[src/hw/dsrf_params.svh]
`ifndef DSRF_PARAMS_SVH
`define DSRF_PARAMS_SVH
// documented configuration variable numbers
`define DSRF_CV_FBOPT 8'h1C
`define DSRF_CV_BASIC 8'h1D
`define DSRF_CV_RETAIN 8'h7A
`define DSRF_CV_DIR 8'h7C
// meaningful bit positions
`define DSRF_BIT_AUTOREG 7
`define DSRF_BIT_FB_EN 3
`define DSRF_BIT_SAVE_FUNC 0
`define DSRF_BIT_SAVE_SPD 1
`define DSRF_BIT_DIRBIT 0
// factory values after srst
`define DSRF_RST_FBOPT 8'h80
`define DSRF_RST_BASIC 8'h08
`define DSRF_RST_RETAIN 8'h00
`define DSRF_RST_DIR 8'h00
// writable bits, all others hold their value
`define DSRF_MSK_FBOPT 8'h80
`define DSRF_MSK_BASIC 8'h08
`define DSRF_MSK_RETAIN 8'h03
`define DSRF_MSK_DIR 8'h01
`define DSRF_MSK_ALL 8'hFF
// registration record (name, key symbols, latching flags), last init step, stop speed
`define DSRF_REG_BASE 8'hC0
`define DSRF_REG_LAST 6'h3F
`define DSRF_INIT_LAST 2'h3
`define DSRF_SPEED_STOP 8'h00
`endif

[src/hw/dsrf_pkg.sv]
`default_nettype none
package dsrf_pkg;
  typedef enum logic [3:0] {
    DSRF_ST_INIT = 4'h1,
    DSRF_ST_IDLE = 4'h2,
    DSRF_ST_CV = 4'h4,
    DSRF_ST_REG = 4'h8
  } dsrf_state_t;
  typedef enum logic [1:0] {
    DSRF_FB_ADDR = 2'h0,
    DSRF_FB_CV = 2'h1,
    DSRF_FB_STAT = 2'h2,
    DSRF_FB_REG = 2'h3
  } dsrf_fb_kind_t;
endpackage
`default_nettype wire

[src/hw/dsrf_mem_if.sv]
`default_nettype none
interface dsrf_mem_if;
  logic [7:0] addr;
  logic [7:0] wdata;
  logic we;
  logic re;
  logic [7:0] rdata;
  modport ctl (output addr, output wdata, output we, output re,
    input rdata);
  modport mem (input addr, input wdata, input we, input re,
    output rdata);
endinterface
`default_nettype wire

[src/hw/dsrf_cv_mem.sv]
`default_nettype none
module dsrf_cv_mem (
  input wire logic ref_clk,
  dsrf_mem_if.mem port
);
  // cells have no reset; after srst the init state rewrites only the four documented variables
  logic [7:0] cells [256];
  logic [7:0] rdata_q;

  // one write and one read per cycle, read data registered
  always_ff @(posedge ref_clk)
  begin
    if (port.we)
      cells[port.addr] <= port.wdata;
    if (port.re)
      rdata_q <= cells[port.addr];
  end

  assign port.rdata = rdata_q;
endmodule
`default_nettype wire

[src/hw/dsrf_top.sv]
// The plain strobed port was chosen for this implementation.
`include "dsrf_params.svh"
`default_nettype none
// Notes on behaviour
// - analogue to digital direction only when enabled
// - save functions, restore them after power loss
// - save speed, resume it, ignore station speed
// - send locomotive address on broadcast request
// - report any configuration value on request
// - send motor load, current, temperature status
// - feedback channel off unless enable bit set
// - automatic registration unless its bit cleared
// - registration sends name, symbols, latching flags
module dsrf_top (
  input wire logic ref_clk,
  input wire logic srst,
  input wire logic [7:0] reg_addr,
  input wire logic [7:0] reg_wdata,
  input wire logic reg_wr,
  input wire logic reg_rd,
  output logic [7:0] reg_rdata,
  input wire logic trk_power_ok,
  input wire logic trk_speed_stb,
  input wire logic [7:0] trk_speed,
  input wire logic trk_dir,
  input wire logic trk_func_stb,
  input wire logic [28:0] trk_func,
  input wire logic trk_a2d_entry,
  input wire logic trk_analog_dir,
  input wire logic trk_addr_bcast,
  input wire logic trk_cv_query,
  input wire logic [7:0] trk_cv_num,
  input wire logic trk_stat_query,
  input wire logic [1:0] trk_stat_sel,
  input wire logic trk_reg_start,
  input wire logic [13:0] loco_addr,
  input wire logic [7:0] motor_load,
  input wire logic [7:0] motor_current,
  input wire logic [7:0] motor_temp,
  output logic [7:0] drv_speed,
  output logic drv_dir,
  output logic [28:0] drv_func,
  output logic resume_hold,
  output logic fb_valid,
  output logic [1:0] fb_kind,
  output logic [15:0] fb_data
);
  dsrf_mem_if mif ();

  dsrf_cv_mem u_mem (
    .ref_clk(ref_clk),
    .port(mif.mem)
  );

  // decode of the four documented variables, shared by several paths
  function automatic logic [7:0] doc_addr(input logic [1:0] i);
    case (i)
      2'h0: doc_addr = `DSRF_CV_FBOPT;
      2'h1: doc_addr = `DSRF_CV_BASIC;
      2'h2: doc_addr = `DSRF_CV_RETAIN;
      default: doc_addr = `DSRF_CV_DIR;
    endcase
  endfunction

  function automatic logic [7:0] doc_rst(input logic [1:0] i);
    case (i)
      2'h0: doc_rst = `DSRF_RST_FBOPT;
      2'h1: doc_rst = `DSRF_RST_BASIC;
      2'h2: doc_rst = `DSRF_RST_RETAIN;
      default: doc_rst = `DSRF_RST_DIR;
    endcase
  endfunction

  function automatic logic [7:0] doc_msk(input logic [1:0] i);
    case (i)
      2'h0: doc_msk = `DSRF_MSK_FBOPT;
      2'h1: doc_msk = `DSRF_MSK_BASIC;
      2'h2: doc_msk = `DSRF_MSK_RETAIN;
      default: doc_msk = `DSRF_MSK_DIR;
    endcase
  endfunction

  dsrf_pkg::dsrf_state_t state_q, state_d;
  logic [7:0] cv_q [4];
  logic [3:0] cv_hit;
  logic [1:0] hit_idx;
  logic [7:0] wr_merged;
  logic [1:0] init_cnt_q;
  logic [5:0] reg_idx_q, rd_idx_q;
  logic rd_pend_q, rd_cv_q;
  logic pend_addr_q, pend_cv_q, pend_stat_q, pend_reg_q;
  logic [7:0] cv_num_q;
  logic [1:0] stat_sel_q;
  logic [7:0] speed_q;
  logic [28:0] func_q;
  logic power_q, hold_q, dir_q;
  logic fb_valid_q;
  logic [1:0] fb_kind_q;
  logic [15:0] fb_data_q;

  // configuration bits that steer the block
  wire fb_en = cv_q[1][`DSRF_BIT_FB_EN];
  wire autoreg_en = cv_q[0][`DSRF_BIT_AUTOREG];
  wire save_func = cv_q[2][`DSRF_BIT_SAVE_FUNC];
  wire save_spd = cv_q[2][`DSRF_BIT_SAVE_SPD];
  wire dirbit_en = cv_q[3][`DSRF_BIT_DIRBIT];

  // write merge keeps undocumented bits from the shadow copy
  // masked merge
  assign hit_idx = cv_hit[0] ? 2'h0 : cv_hit[1] ? 2'h1 :
    cv_hit[2] ? 2'h2 : 2'h3;
  assign wr_merged = (|cv_hit) ?
    ((reg_wdata & doc_msk(hit_idx)) | (cv_q[hit_idx] & ~doc_msk(hit_idx)))
    : reg_wdata;

  // shadow registers, one per documented variable
  genvar gi;
  generate
    for (gi = 0; gi < 4; gi++)
    begin : g_cv
      assign cv_hit[gi] = (reg_addr == doc_addr(2'(gi)));
      always_ff @(posedge ref_clk)
      begin
        if (srst)
          cv_q[gi] <= doc_rst(2'(gi));
        else if (reg_wr && cv_hit[gi])
          cv_q[gi] <= wr_merged;
      end
    end
  endgenerate

  // memory port: factory init, then bus, then feedback engine
  wire in_init = (state_q == dsrf_pkg::DSRF_ST_INIT);
  wire bus_busy = reg_wr | reg_rd | in_init;
  wire eng_rd = !bus_busy && (state_q == dsrf_pkg::DSRF_ST_CV ||
    state_q == dsrf_pkg::DSRF_ST_REG);
  wire [7:0] reg_rd_addr = `DSRF_REG_BASE + {2'h0, reg_idx_q};
  assign mif.we = in_init | reg_wr;
  assign mif.re = reg_rd | eng_rd;
  assign mif.wdata = in_init ? doc_rst(init_cnt_q) : wr_merged;
  assign mif.addr = in_init ? doc_addr(init_cnt_q) : bus_busy ? reg_addr :
    (state_q == dsrf_pkg::DSRF_ST_CV) ? cv_num_q : reg_rd_addr;
  assign reg_rdata = mif.rdata;

  // engine decisions in idle; a returning read takes the channel first
  wire idle_free = (state_q == dsrf_pkg::DSRF_ST_IDLE) && !rd_pend_q;
  wire take_addr = idle_free && pend_addr_q;
  wire take_cv = idle_free && !pend_addr_q && pend_cv_q;
  wire take_stat = idle_free && !pend_addr_q && !pend_cv_q && pend_stat_q;
  wire take_reg = idle_free && !pend_addr_q && !pend_cv_q &&
    !pend_stat_q && pend_reg_q && autoreg_en;
  wire reg_done = eng_rd && (state_q == dsrf_pkg::DSRF_ST_REG) &&
    (reg_idx_q == `DSRF_REG_LAST);

  // next state
  always_comb
  begin
    state_d = state_q;
    case (state_q)
      dsrf_pkg::DSRF_ST_INIT:
        if (init_cnt_q == `DSRF_INIT_LAST)
          state_d = dsrf_pkg::DSRF_ST_IDLE;
      dsrf_pkg::DSRF_ST_IDLE:
        if (take_cv)
          state_d = dsrf_pkg::DSRF_ST_CV;
        else if (take_reg)
          state_d = dsrf_pkg::DSRF_ST_REG;
      dsrf_pkg::DSRF_ST_CV:
        if (eng_rd || !fb_en)
          state_d = dsrf_pkg::DSRF_ST_IDLE;
      dsrf_pkg::DSRF_ST_REG:
        if (reg_done || !fb_en || !autoreg_en)
          state_d = dsrf_pkg::DSRF_ST_IDLE;
      default:
        state_d = dsrf_pkg::DSRF_ST_INIT;
    endcase
  end

  always_ff @(posedge ref_clk)
  begin
    if (srst)
      state_q <= dsrf_pkg::DSRF_ST_INIT;
    else
      state_q <= state_d;
  end

  // init counter and registration walk
  always_ff @(posedge ref_clk)
  begin
    if (srst)
    begin
      init_cnt_q <= 2'h0;
      reg_idx_q <= 6'h0;
    end
    else
    begin
      if (in_init)
        init_cnt_q <= init_cnt_q + 2'h1;
      if (take_reg)
        reg_idx_q <= 6'h0;
      else if (eng_rd && state_q == dsrf_pkg::DSRF_ST_REG)
        reg_idx_q <= reg_idx_q + 6'h1;
    end
  end

  // pending requests; a new request wins over its own clear
  // gated by enable
  always_ff @(posedge ref_clk)
  begin
    if (srst)
    begin
      pend_addr_q <= 1'b0;
      pend_cv_q <= 1'b0;
      pend_stat_q <= 1'b0;
      pend_reg_q <= 1'b0;
    end
    else
    begin
      pend_addr_q <= fb_en && (trk_addr_bcast || (pend_addr_q && !take_addr));
      pend_cv_q <= fb_en && (trk_cv_query || (pend_cv_q && !take_cv));
      pend_stat_q <= fb_en && (trk_stat_query || (pend_stat_q && !take_stat));
      pend_reg_q <= fb_en && autoreg_en &&
        (trk_reg_start || (pend_reg_q && !take_reg));
    end
  end

  // request arguments, latest one stands
  always_ff @(posedge ref_clk)
  begin
    if (srst)
    begin
      cv_num_q <= 8'h00;
      stat_sel_q <= 2'h0;
    end
    else
    begin
      if (trk_cv_query)
        cv_num_q <= trk_cv_num;
      if (trk_stat_query)
        stat_sel_q <= trk_stat_sel;
    end
  end

  // reads in flight return one cycle later
  always_ff @(posedge ref_clk)
  begin
    if (srst)
    begin
      rd_pend_q <= 1'b0;
      rd_cv_q <= 1'b0;
      rd_idx_q <= 6'h0;
    end
    else
    begin
      rd_pend_q <= eng_rd;
      rd_cv_q <= (state_q == dsrf_pkg::DSRF_ST_CV);
      rd_idx_q <= reg_idx_q;
    end
  end

  // status value picked by selector
  wire [7:0] stat_val = (stat_sel_q == 2'h0) ? motor_load :
    (stat_sel_q == 2'h1) ? motor_current : motor_temp;

  // feedback word; address, status and memory returns share it
  // address, variable, status, record
  always_ff @(posedge ref_clk)
  begin
    if (srst)
    begin
      fb_valid_q <= 1'b0;
      fb_kind_q <= dsrf_pkg::DSRF_FB_ADDR;
      fb_data_q <= 16'h0000;
    end
    else
    begin
      fb_valid_q <= fb_en && (rd_pend_q || take_addr || take_stat);
      if (rd_pend_q)
      begin
        fb_kind_q <= rd_cv_q ? dsrf_pkg::DSRF_FB_CV : dsrf_pkg::DSRF_FB_REG;
        fb_data_q <= rd_cv_q ? {cv_num_q, mif.rdata} :
          {2'h0, rd_idx_q, mif.rdata};
      end
      else if (take_addr)
      begin
        fb_kind_q <= dsrf_pkg::DSRF_FB_ADDR;
        fb_data_q <= {2'h0, loco_addr};
      end
      else if (take_stat)
      begin
        fb_kind_q <= dsrf_pkg::DSRF_FB_STAT;
        fb_data_q <= {6'h00, stat_sel_q, stat_val};
      end
    end
  end

  wire power_lost = power_q && !trk_power_ok;
  wire power_back = !power_q && trk_power_ok;

  // stored speed and functions; survive a power gap only if enabled
  // function store, speed store and hold
  always_ff @(posedge ref_clk)
  begin
    if (srst)
    begin
      power_q <= 1'b0;
      speed_q <= `DSRF_SPEED_STOP;
      func_q <= 29'h0;
      hold_q <= 1'b0;
    end
    else
    begin
      power_q <= trk_power_ok;
      if (power_lost && !save_func)
        func_q <= 29'h0;
      else if (trk_func_stb && trk_power_ok)
        func_q <= trk_func;
      if (power_lost)
      begin
        hold_q <= save_spd;
        if (!save_spd)
          speed_q <= `DSRF_SPEED_STOP;
      end
      else if (trk_speed_stb && trk_power_ok)
      begin
        // the hold ends when the station commands a stop
        if (trk_speed == `DSRF_SPEED_STOP)
          hold_q <= 1'b0;
        if (!hold_q || trk_speed == `DSRF_SPEED_STOP)
          speed_q <= trk_speed;
      end
    end
  end

  // direction on entry from an analogue sector
  always_ff @(posedge ref_clk)
  begin
    if (srst)
      dir_q <= 1'b0;
    else if (trk_a2d_entry)
      dir_q <= dirbit_en ? trk_analog_dir : trk_dir;
    else if (trk_speed_stb && trk_power_ok && !hold_q)
      dir_q <= trk_dir;
  end

  // speed and function outputs, drive zero while track power is absent
  logic [7:0] drv_speed_q;
  logic [28:0] drv_func_q;
  always_ff @(posedge ref_clk)
  begin
    if (srst)
    begin
      drv_speed_q <= `DSRF_SPEED_STOP;
      drv_func_q <= 29'h0;
    end
    else
    begin
      drv_speed_q <= trk_power_ok ? speed_q : `DSRF_SPEED_STOP;
      drv_func_q <= trk_power_ok ? func_q : 29'h0;
    end
  end

  assign drv_speed = drv_speed_q;
  assign drv_func = drv_func_q;
  assign drv_dir = dir_q;
  assign resume_hold = hold_q;
  assign fb_valid = fb_valid_q;
  assign fb_kind = fb_kind_q;
  assign fb_data = fb_data_q;

  // checks
  property p_dirbit;
    @(posedge ref_clk) disable iff (srst)
    trk_a2d_entry && dirbit_en |=> drv_dir == $past(trk_analog_dir);
  endproperty
  a_dirbit: assert property (p_dirbit) else $error("dir bit");

  // stored functions must not move while the track is dead
  property p_func_restore;
    @(posedge ref_clk) disable iff (srst)
    !trk_power_ok && save_func |=> func_q == $past(func_q);
  endproperty
  a_func_restore: assert property (p_func_restore)
    else $error("functions not restored");

  property p_speed_hold;
    @(posedge ref_clk) disable iff (srst)
    hold_q && trk_speed_stb && trk_speed != `DSRF_SPEED_STOP
    |=> speed_q == $past(speed_q);
  endproperty
  a_speed_hold: assert property (p_speed_hold)
    else $error("held speed changed");

  property p_addr_fb;
    @(posedge ref_clk) disable iff (srst)
    take_addr && fb_en |=> fb_valid &&
    fb_kind == dsrf_pkg::DSRF_FB_ADDR && fb_data[13:0] == $past(loco_addr);
  endproperty
  a_addr_fb: assert property (p_addr_fb) else $error("address");

  property p_cv_fb;
    @(posedge ref_clk) disable iff (srst)
    rd_pend_q && rd_cv_q && fb_en |=> fb_valid &&
    fb_kind == dsrf_pkg::DSRF_FB_CV && fb_data[7:0] == $past(reg_rdata);
  endproperty
  a_cv_fb: assert property (p_cv_fb) else $error("cv report");

  property p_stat_fb;
    @(posedge ref_clk) disable iff (srst)
    take_stat && fb_en |=> fb_kind == dsrf_pkg::DSRF_FB_STAT &&
    fb_data[7:0] == $past(stat_val);
  endproperty
  a_stat_fb: assert property (p_stat_fb) else $error("status");

  property p_fb_gate;
    @(posedge ref_clk) disable iff (srst)
    fb_valid |-> $past(fb_en);
  endproperty
  a_fb_gate: assert property (p_fb_gate) else $error("fb off");

  property p_reg_off;
    @(posedge ref_clk) disable iff (srst)
    !autoreg_en |=> state_q != dsrf_pkg::DSRF_ST_REG;
  endproperty
  a_reg_off: assert property (p_reg_off) else $error("reg off");

  property p_reg_end;
    @(posedge ref_clk) disable iff (srst)
    reg_done |=> state_q == dsrf_pkg::DSRF_ST_IDLE ##1
    fb_valid && fb_data[13:8] == `DSRF_REG_LAST;
  endproperty
  a_reg_end: assert property (p_reg_end) else $error("reg end");

  property p_keep_bits;
    @(posedge ref_clk) disable iff (srst)
    reg_wr && cv_hit[2] |=> cv_q[2][7:2] == $past(cv_q[2][7:2]);
  endproperty
  a_keep_bits: assert property (p_keep_bits)
    else $error("reserved bits changed");

  c_reg_walk: cover property (@(posedge ref_clk) disable iff (srst)
    reg_done);
  c_resume: cover property (@(posedge ref_clk) disable iff (srst)
    power_back && hold_q);
  c_cv_report: cover property (@(posedge ref_clk) disable iff (srst)
    fb_valid && fb_kind == dsrf_pkg::DSRF_FB_CV);
endmodule
`default_nettype wire

[config.mk]
export PLATFORM = sky130hd
export DESIGN_NAME = dsrf_top
export DESIGN_NICKNAME = d
export VERILOG_FILES = /design/src/hw/dsrf_pkg.sv /design/src/hw/dsrf_mem_if.sv /design/src/hw/dsrf_cv_mem.sv /design/src/hw/dsrf_top.sv
export VERILOG_INCLUDE_DIRS = /design/src /design/src/hw
export SDC_FILE = /design/constraint.sdc
export NUM_CORES = 2
export LEC_CHECK = 0
export BUFFER_PORTS_ARGS = -buffer_cell sky130_fd_sc_hd__buf_2
export CELL_PAD_IN_SITES_DETAIL_PLACEMENT = 1
export CELL_PAD_IN_SITES_GLOBAL_PLACEMENT = 1
export CORE_MARGIN = 10
export CORE_UTILIZATION = 55
export DETAILED_ROUTE_END_ITERATION = 10
export PLACE_DENSITY_LB_ADDON = 0.15
export SLEW_MARGIN = 15
export SYNTH_ARGS = -nofsm -noshare
export SYNTH_HDL_FRONTEND = slang
export SYNTH_HIERARCHICAL = 1
export SYNTH_SLANG_ARGS = --single-unit
[constraint.sdc]
create_clock -name ref_clk -period 38.1 [get_ports ref_clk]
set_input_delay 9.525 -clock ref_clk [delete_from_list [all_inputs] [get_ports ref_clk]]
set_output_delay 9.525 -clock ref_clk [all_outputs]
set_load 0.005 [all_outputs]
== Yosys cells after proc, flatten, opt, wreduce, memory -nomap -nowiden ==
Memory sizes are Yosys's and may differ from the RTL's. A register that Yosys moved wholly into a read port is not among the register bits.
Cells that the tools add are included.

* $add $sub $neg: 3
* Multiply operators: 0
* Divide/modulo/power cells: 0
* $lt $le $gt $ge: 0
* Equality and inequality tests: 20
* Shifts and indexed selects: 0
* Muxes and demuxes: 57
* Bitwise operators: 13
* Reductions and logical operators: 72

{| class="wikitable"
|+ Operator list
! cell !! count
|-
| 8-bit two-way mux || 15
|-
| 16-bit two-way mux || 4
|-
| 1-bit logical AND || 31
|-
| 8-bit case mux with 3 select lines || 1
|-
| 1-bit two-way mux || 23
|-
| 7-bit case mux with 3 select lines || 1
|-
| 4-bit two-way mux || 5
|-
| 8-bit AND || 2
|-
| 8-bit by 5-bit equality test with 1-bit output (second input constant) || 2
|-
| 8-bit by 7-bit equality test with 1-bit output (second input constant) || 2
|-
| 4-bit case mux with 4 select lines || 1
|-
| 8-bit case mux with 2 select lines || 1
|-
| 1-bit zero test || 14
|-
| 2-bit two-way mux || 6
|-
| 1-bit logical OR || 11
|-
| 7-bit by 7-bit adder with 8-bit output (first input constant) || 1
|-
| 8-bit zero test || 1
|-
| 8-bit NOT || 1
|-
| 1-bit OR || 8
|-
| 8-bit OR || 1
|-
| 2-bit nonzero test || 4
|-
| 6-bit by 1-bit adder with 6-bit output (second input constant) || 1
|-
| 2-bit by 1-bit equality test with 1-bit output (second input constant) || 3
|-
| 2-bit equality test (second input constant) || 3
|-
| other kinds (17) || 23
|}

* Bits in registers: 130
* Bits in latches: 0
* Bits in writable memories: 2,080
* Bits in read-only memories: 0
* Bits of input ports: 115
* Output and inout port bits: 66
* Word-level logic and storage cells: 189
* Memories kept: 2

{| class="wikitable"
|+ Memories
! name !! depth !! width !! read ports !! clocked after memory_dff !! wr ports !! line !! text
|-
| u_mem.cells || 256 || 8 || 1 || 1 || 1 || dsrf_cv_mem.sv:7 || <nowiki>logic [7:0] cells [256];</nowiki>
|-
| cv_q || 4 || 8 || 5 || 0 || 4 || dsrf_top.sv:84 || <nowiki>logic [7:0] cv_q [4];</nowiki>
|}

== Depth between registers and ports, before layout ==
* Word-level depth: 11
* Mapped depth: 16
* Mapped depth without buffers: 10

== Hierarchy ==
Netlist, hierarchy kept.

{| class="wikitable"
|+ Modules (own cells, without submodules)
! module !! instances !! cells an instance !! area an instance (um^2) !! sequential area each (um^2)
|-
| dsrf_cv_mem || 1 || 3,547 || 78,572.9 || 61,739.2
|-
| dsrf_top || 1 || 732 || 6,767.7 || 3,563.4
|}

== Worst setup path before layout ==
No wires, ideal clock.

* Kind: input to register
* From: input port reg_addr[7]
* To: memory u_mem.cells[0][7] (data pin)
* Library setup time: 2.234 ns
* Arrival: 21.086 ns
* Required time: 35.866 ns
* Slack: 14.780 ns
* Stages: 5
* Path buffers: 0
* Path through: nand4b_1 or3_1 a211oi_1 nor2_1 o31ai_1

* Longest elaborated chain between the ends: 11
* Elaborated cells on any way between the ends: 19
* Classes of those cells: eq/ne: 6; mux: 6; bitwise: 4; reduce/logical: 2; memory: 1

{| class="wikitable"
|+ RTL lines
! element !! line !! text
|-
| start: declaration || dsrf_top.sv:17 || <nowiki>input wire logic [7:0] reg_addr,</nowiki>
|-
| 8-bit by 7-bit equality test with 1-bit output || dsrf_top.sv:121 || <nowiki>assign cv_hit[gi] = (reg_addr == doc_addr(2'(gi)));</nowiki>
|-
| 1-bit two-way mux || dsrf_top.sv:111 || <nowiki>cv_hit[2] ? 2'h2 : 2'h3;</nowiki>
|-
| 2-bit two-way mux (2 in a row) || dsrf_top.sv:110 || <nowiki>assign hit_idx = cv_hit[0] ? 2'h0 : cv_hit[1] ? 2'h1 :</nowiki>
|-
| 2-bit equality test, or another cell as far along || dsrf_top.sv:75 || <nowiki>case (i)</nowiki>
|-
| 8-bit case mux with 3 select lines || dsrf_top.sv:75 ||
|-
| 8-bit NOT || dsrf_top.sv:113 || <nowiki>((reg_wdata & doc_msk(hit_idx)) | (cv_q[hit_idx] & ~doc_msk(hit_idx)))</nowiki>
|-
| 8-bit AND || dsrf_top.sv:113 ||
|-
| 8-bit OR || dsrf_top.sv:113 ||
|-
| 8-bit two-way mux (*) || dsrf_top.sv:112 || <nowiki>assign wr_merged = (|cv_hit) ?</nowiki>
|-
| 8-bit two-way mux (*) || dsrf_top.sv:140 || <nowiki>assign mif.wdata = in_init ? doc_rst(init_cnt_q) : wr_merged;</nowiki>
|-
| named net mif.wdata[7] || dsrf_mem_if.sv:4 || <nowiki>logic [7:0] wdata;</nowiki>
|-
| end: declaration || dsrf_cv_mem.sv:7 ||
|}

Mark *: on every way through the listed nets, which the timed path passes. The rest lies on a longest branch.

== Worst setup path in the final report ==
* From: input port reg_wr
* To: register u_mem.rdata_q[2] (netlist: u_mem/port.rdata[2]), read port of u_mem.cells (data pin)

* Elaborated cells on any way between the ends: 7
* Classes of those cells: mux: 2; bitwise: 3; reduce/logical: 2

{| class="wikitable"
|+ RTL lines
! element !! line !! text
|-
| start: declaration || dsrf_top.sv:19 || <nowiki>input wire logic reg_wr,</nowiki>
|-
| 1-bit OR (2 in a row) || dsrf_top.sv:134 || <nowiki>wire bus_busy = reg_wr | reg_rd | in_init;</nowiki>
|-
| 8-bit two-way mux (2 in a row) || dsrf_top.sv:141 || <nowiki>assign mif.addr = in_init ? doc_addr(init_cnt_q) : bus_busy ? reg_addr :</nowiki>
|-
| named net mif.addr[0] || dsrf_mem_if.sv:3 || <nowiki>logic [7:0] addr;</nowiki>
|-
| end: declaration || dsrf_cv_mem.sv:8 || <nowiki>logic [7:0] rdata_q;</nowiki>
|}

The timed path passes the listed nets, and every way through them passes these cells.
A chain may end at the register's enable or synchronous reset.

==> impl_results.md <==
* Status: finished, final reports clean
* Slew @ Worst Pin at 1.28 ns
* Chip width at 414 um
* Drt pass-1 iters at 6
* Pint at 4.92 mW
* WS Path Type: primary input to flip-flop
* Layout Nets at 4646
* Global-route wire length before repair at 329000 um
* Worst-path clk slew at 0.06 ns
* Commonest cells after routing, fill and taps aside: edfxtp_1 (2088), mux4_2 (512), nor2_1 (304)
* Post-DR vias/cell at 6.51
* Die Footprint at 171000 um^2
* CTS buffer count at 215
* RSZ-0062 raised after global routing: false
* Antenna Nets Post-Route at 0
* I/O pin count at 181
* Routability cong. at 0.852
* Clock Sinks at 2218
* Die height at 414 um
* Final Setup Violations at 0
* Slew HR at 0.136
* Top Layer Used: met5
* Comb pwr share at 0.293
* GRT Util Overall at 0.263
* Number of flops mapped to enable cells by yosys at 2088
* Routed WL per cell at 33.4 um
* Total of max-cap violations at 0
* IO Port Bufs at 180
* Worst min-delay path class: flip-flop to flip-flop
* Slew Limit Fails at 0
* Skew final at 0.0396 ns
* Site Rows at 144
* CTS Buffer Depth at 3
* CTS tree: done
* H-tree Lvls at 4
* Net Sw Frac at 0.317
* Clock period minus worst slack at 16.14 ns
* Total negative slack at 0 ns
* Core ar. at 154000 um^2
* Critical path required time at 38.63 ns
* Number of synthesized register bits at 2218
* Met3 wire len at 18500 um
* Initial antenna violation count at 9
* Final Cycle Share at 0.424
* Vias in the first global route at 46360
* Clk pwr share at 0.294
* Post-CTS setup repair buffer count at 0
* Syn_nets at 4400
* Flop pwr share at 0.413
* Post-Syn Instances at 4279
* Sequential area share after synthesis at 0.765
* Iter 0 DRT Violations at 5472
* Most common cell after layout, fill and taps aside: edfxtp_1
* Largest net degree at the start of global routing at 227
* FMAX at 61.9 MHz
* Total number of vias at 43943
* Critical Path Source Type: primary input
* CTS Hold Bufs at 0
* PwrDens at 75.3 nW/um^2
* Clock Latency Late Sink at 0.83 ns
* Power Total at 7.21 mW
* Routed WL at 225000 um
* VDD IR max at 62.0 uV
* Post-CTS sizing at 0
* Detailed Place HPWL at 136000 um
* Worst EP arrival at 16.67 ns
* Top FF cell, synth: edfxtp_1
* P_sw at 2.29 mW
* Proportion of layout cells with a drive suffix above 1 at 0.251
* Root Driver: clkbuf_16
* Crit-path max FO at 45
* Total DRC errors in the routed layout at 0
* Grt total ovfl at 0
* Syn-to-layout area delta at 12.3%
* Detailed-routing wirelength on met1 at 87300 um
* Initial Util at 0.553
* Syn. warnings at 6
* Pleak at 30.1 nW
* Async set or reset register ratio after synthesis at 0
* Syn_area_per_cell at 19.9 um^2
* Worst Setup End Kind: flip-flop
* Hold Vio Cnt, Final at 0
* Post-Syn Area at 85300 um^2
* Met2 WL at 112000 um
* Synth unique cells at 64
stage by stage:
stage,setup slack (ns),utilization,instance area [um^2],hold WS (ns),cells
floorplan,14.78,-,85300,0.430,4279
global placement,20.96,0.575,88700,0.435,6350
detailed placement,20.87,0.575,88700,0.442,6350
CTS,21.73,0.621,95700,0.453,6744
global route,21.13,0.621,95800,0.459,6749
finish,21.96,0.621,95800,0.451,6749
final timing paths:
kind	slack [ns]	endpoint	start	cells after the start
min	0.45	func_q[27]	func_q[27]	2
min reg2reg	0.45	func_q[27]	func_q[27]	2
max	21.96	u_mem/port.rdata[2]	reg_wr	15
max reg2reg	29.95	u_mem/port.rdata[2]	state_q[0]	15
critical path: stages:
cell	delay, ns
buf_2	0.16
nor2_1	0.26
nand2_1	0.20
o211ai_1	0.21
buf_4	0.59
buf_4	0.86
buf_4	0.70
buf_4	0.68
buf_4	0.79
buf_4	0.73
mux4_2	0.59
a22oi_1	0.34
a21oi_1	0.18
o41ai_1	0.53
nand4_1	0.15
synth_stat cells, types with 9 or more instances:
| cell type | count | area [um^2] |
|---|---|---|
| a22oi_1 | 258 | 1940 |
| a211oi_1 | 9 | 67.6 |
| o21ai_0 | 20 | 100 |
| dfxtp_1 | 130 | 2600 |
| nand4_1 | 11 | 68.8 |
| a21oi_1 | 197 | 986 |
| edfxtp_1 | 2088 | 62700 |
| clkbuf_1 | 176 | 661 |
| buf_1 | 25 | 93.8 |
| nor2_1 | 311 | 1170 |
| nand3_1 | 16 | 80.1 |
| inv_1 | 21 | 78.8 |
| nand2_1 | 139 | 522 |
| nor3_1 | 43 | 215 |
| mux4_2 | 512 | 11500 |
| buf_2 | 41 | 205 |
| buf_6 | 16 | 180 |
| mux2i_1 | 34 | 340 |
| and2_1 | 42 | 263 |
| buf_4 | 16 | 120 |
| nor2b_1 | 22 | 138 |
| nand2b_1 | 15 | 93.8 |
| o41ai_1 | 32 | 280 |
routing by layer:
layer | vias up | global-route usage
met5 | - | 0
met4 | 2 | 0.0806
met3 | 358 | 0.0518
met2 | 2003 | 0.431
met1 | 23465 | 0.362
li1 | 18115 | -
registers in the layout, summed over array words and instances, names as in the netlist, 2 cells and up:
signal,count
u_mem/port.rdata,8
u_mem/cells,2048
init_cnt_q,2
state_q,4
stat_sel_q,2
drv_func,29
fb_kind,2
func_q,29
speed_q,8
rd_idx_q,6
reg_idx_q,6
cv_q,32
cv_num_q,8
drv_speed,8
fb_data,16
power by group through the flow:
stage,Clock (mW),Combinational (mW),Sequential (mW)
final,2.12,2.11,2.98
after global routing,2.25,2.23,2.98
after CTS,2.15,2.12,2.97
after detailed placement,0,2.10,3.03
after global placement,0,2.06,3.02
after floorplan,0,1.36,3.11
cell families (layout without fill, tap and decap cells):
family                     after synthesis  after routing  share of synthesized area
adders and majority gates                6              6                   0.000880
other                                    0              3                          0
xor gates and xnor gates                 6              6                   0.000616
AOI/OAI and AO/OA                      568            568                     0.0447
and+or+nand+nor                        635            635                     0.0331
muxes                                  551            551                      0.140
buffers and inverters                  295            718                     0.0157
DFF                                   2218           2218                      0.765
cell type report:
class,instances,area [um^2]
Antenna cell,3,7.51
Clock buffer,263,5640
Clock inverter,131,1380
Fill cell,12905,58400
Inverter,21,78.8
Multi-Input combinational cell,1766,18900
Sequential cell,2218,65300
Tap cell,2044,2560
Timing Repair Buffer,303,1910
Power figures use the tool's default switching activity.
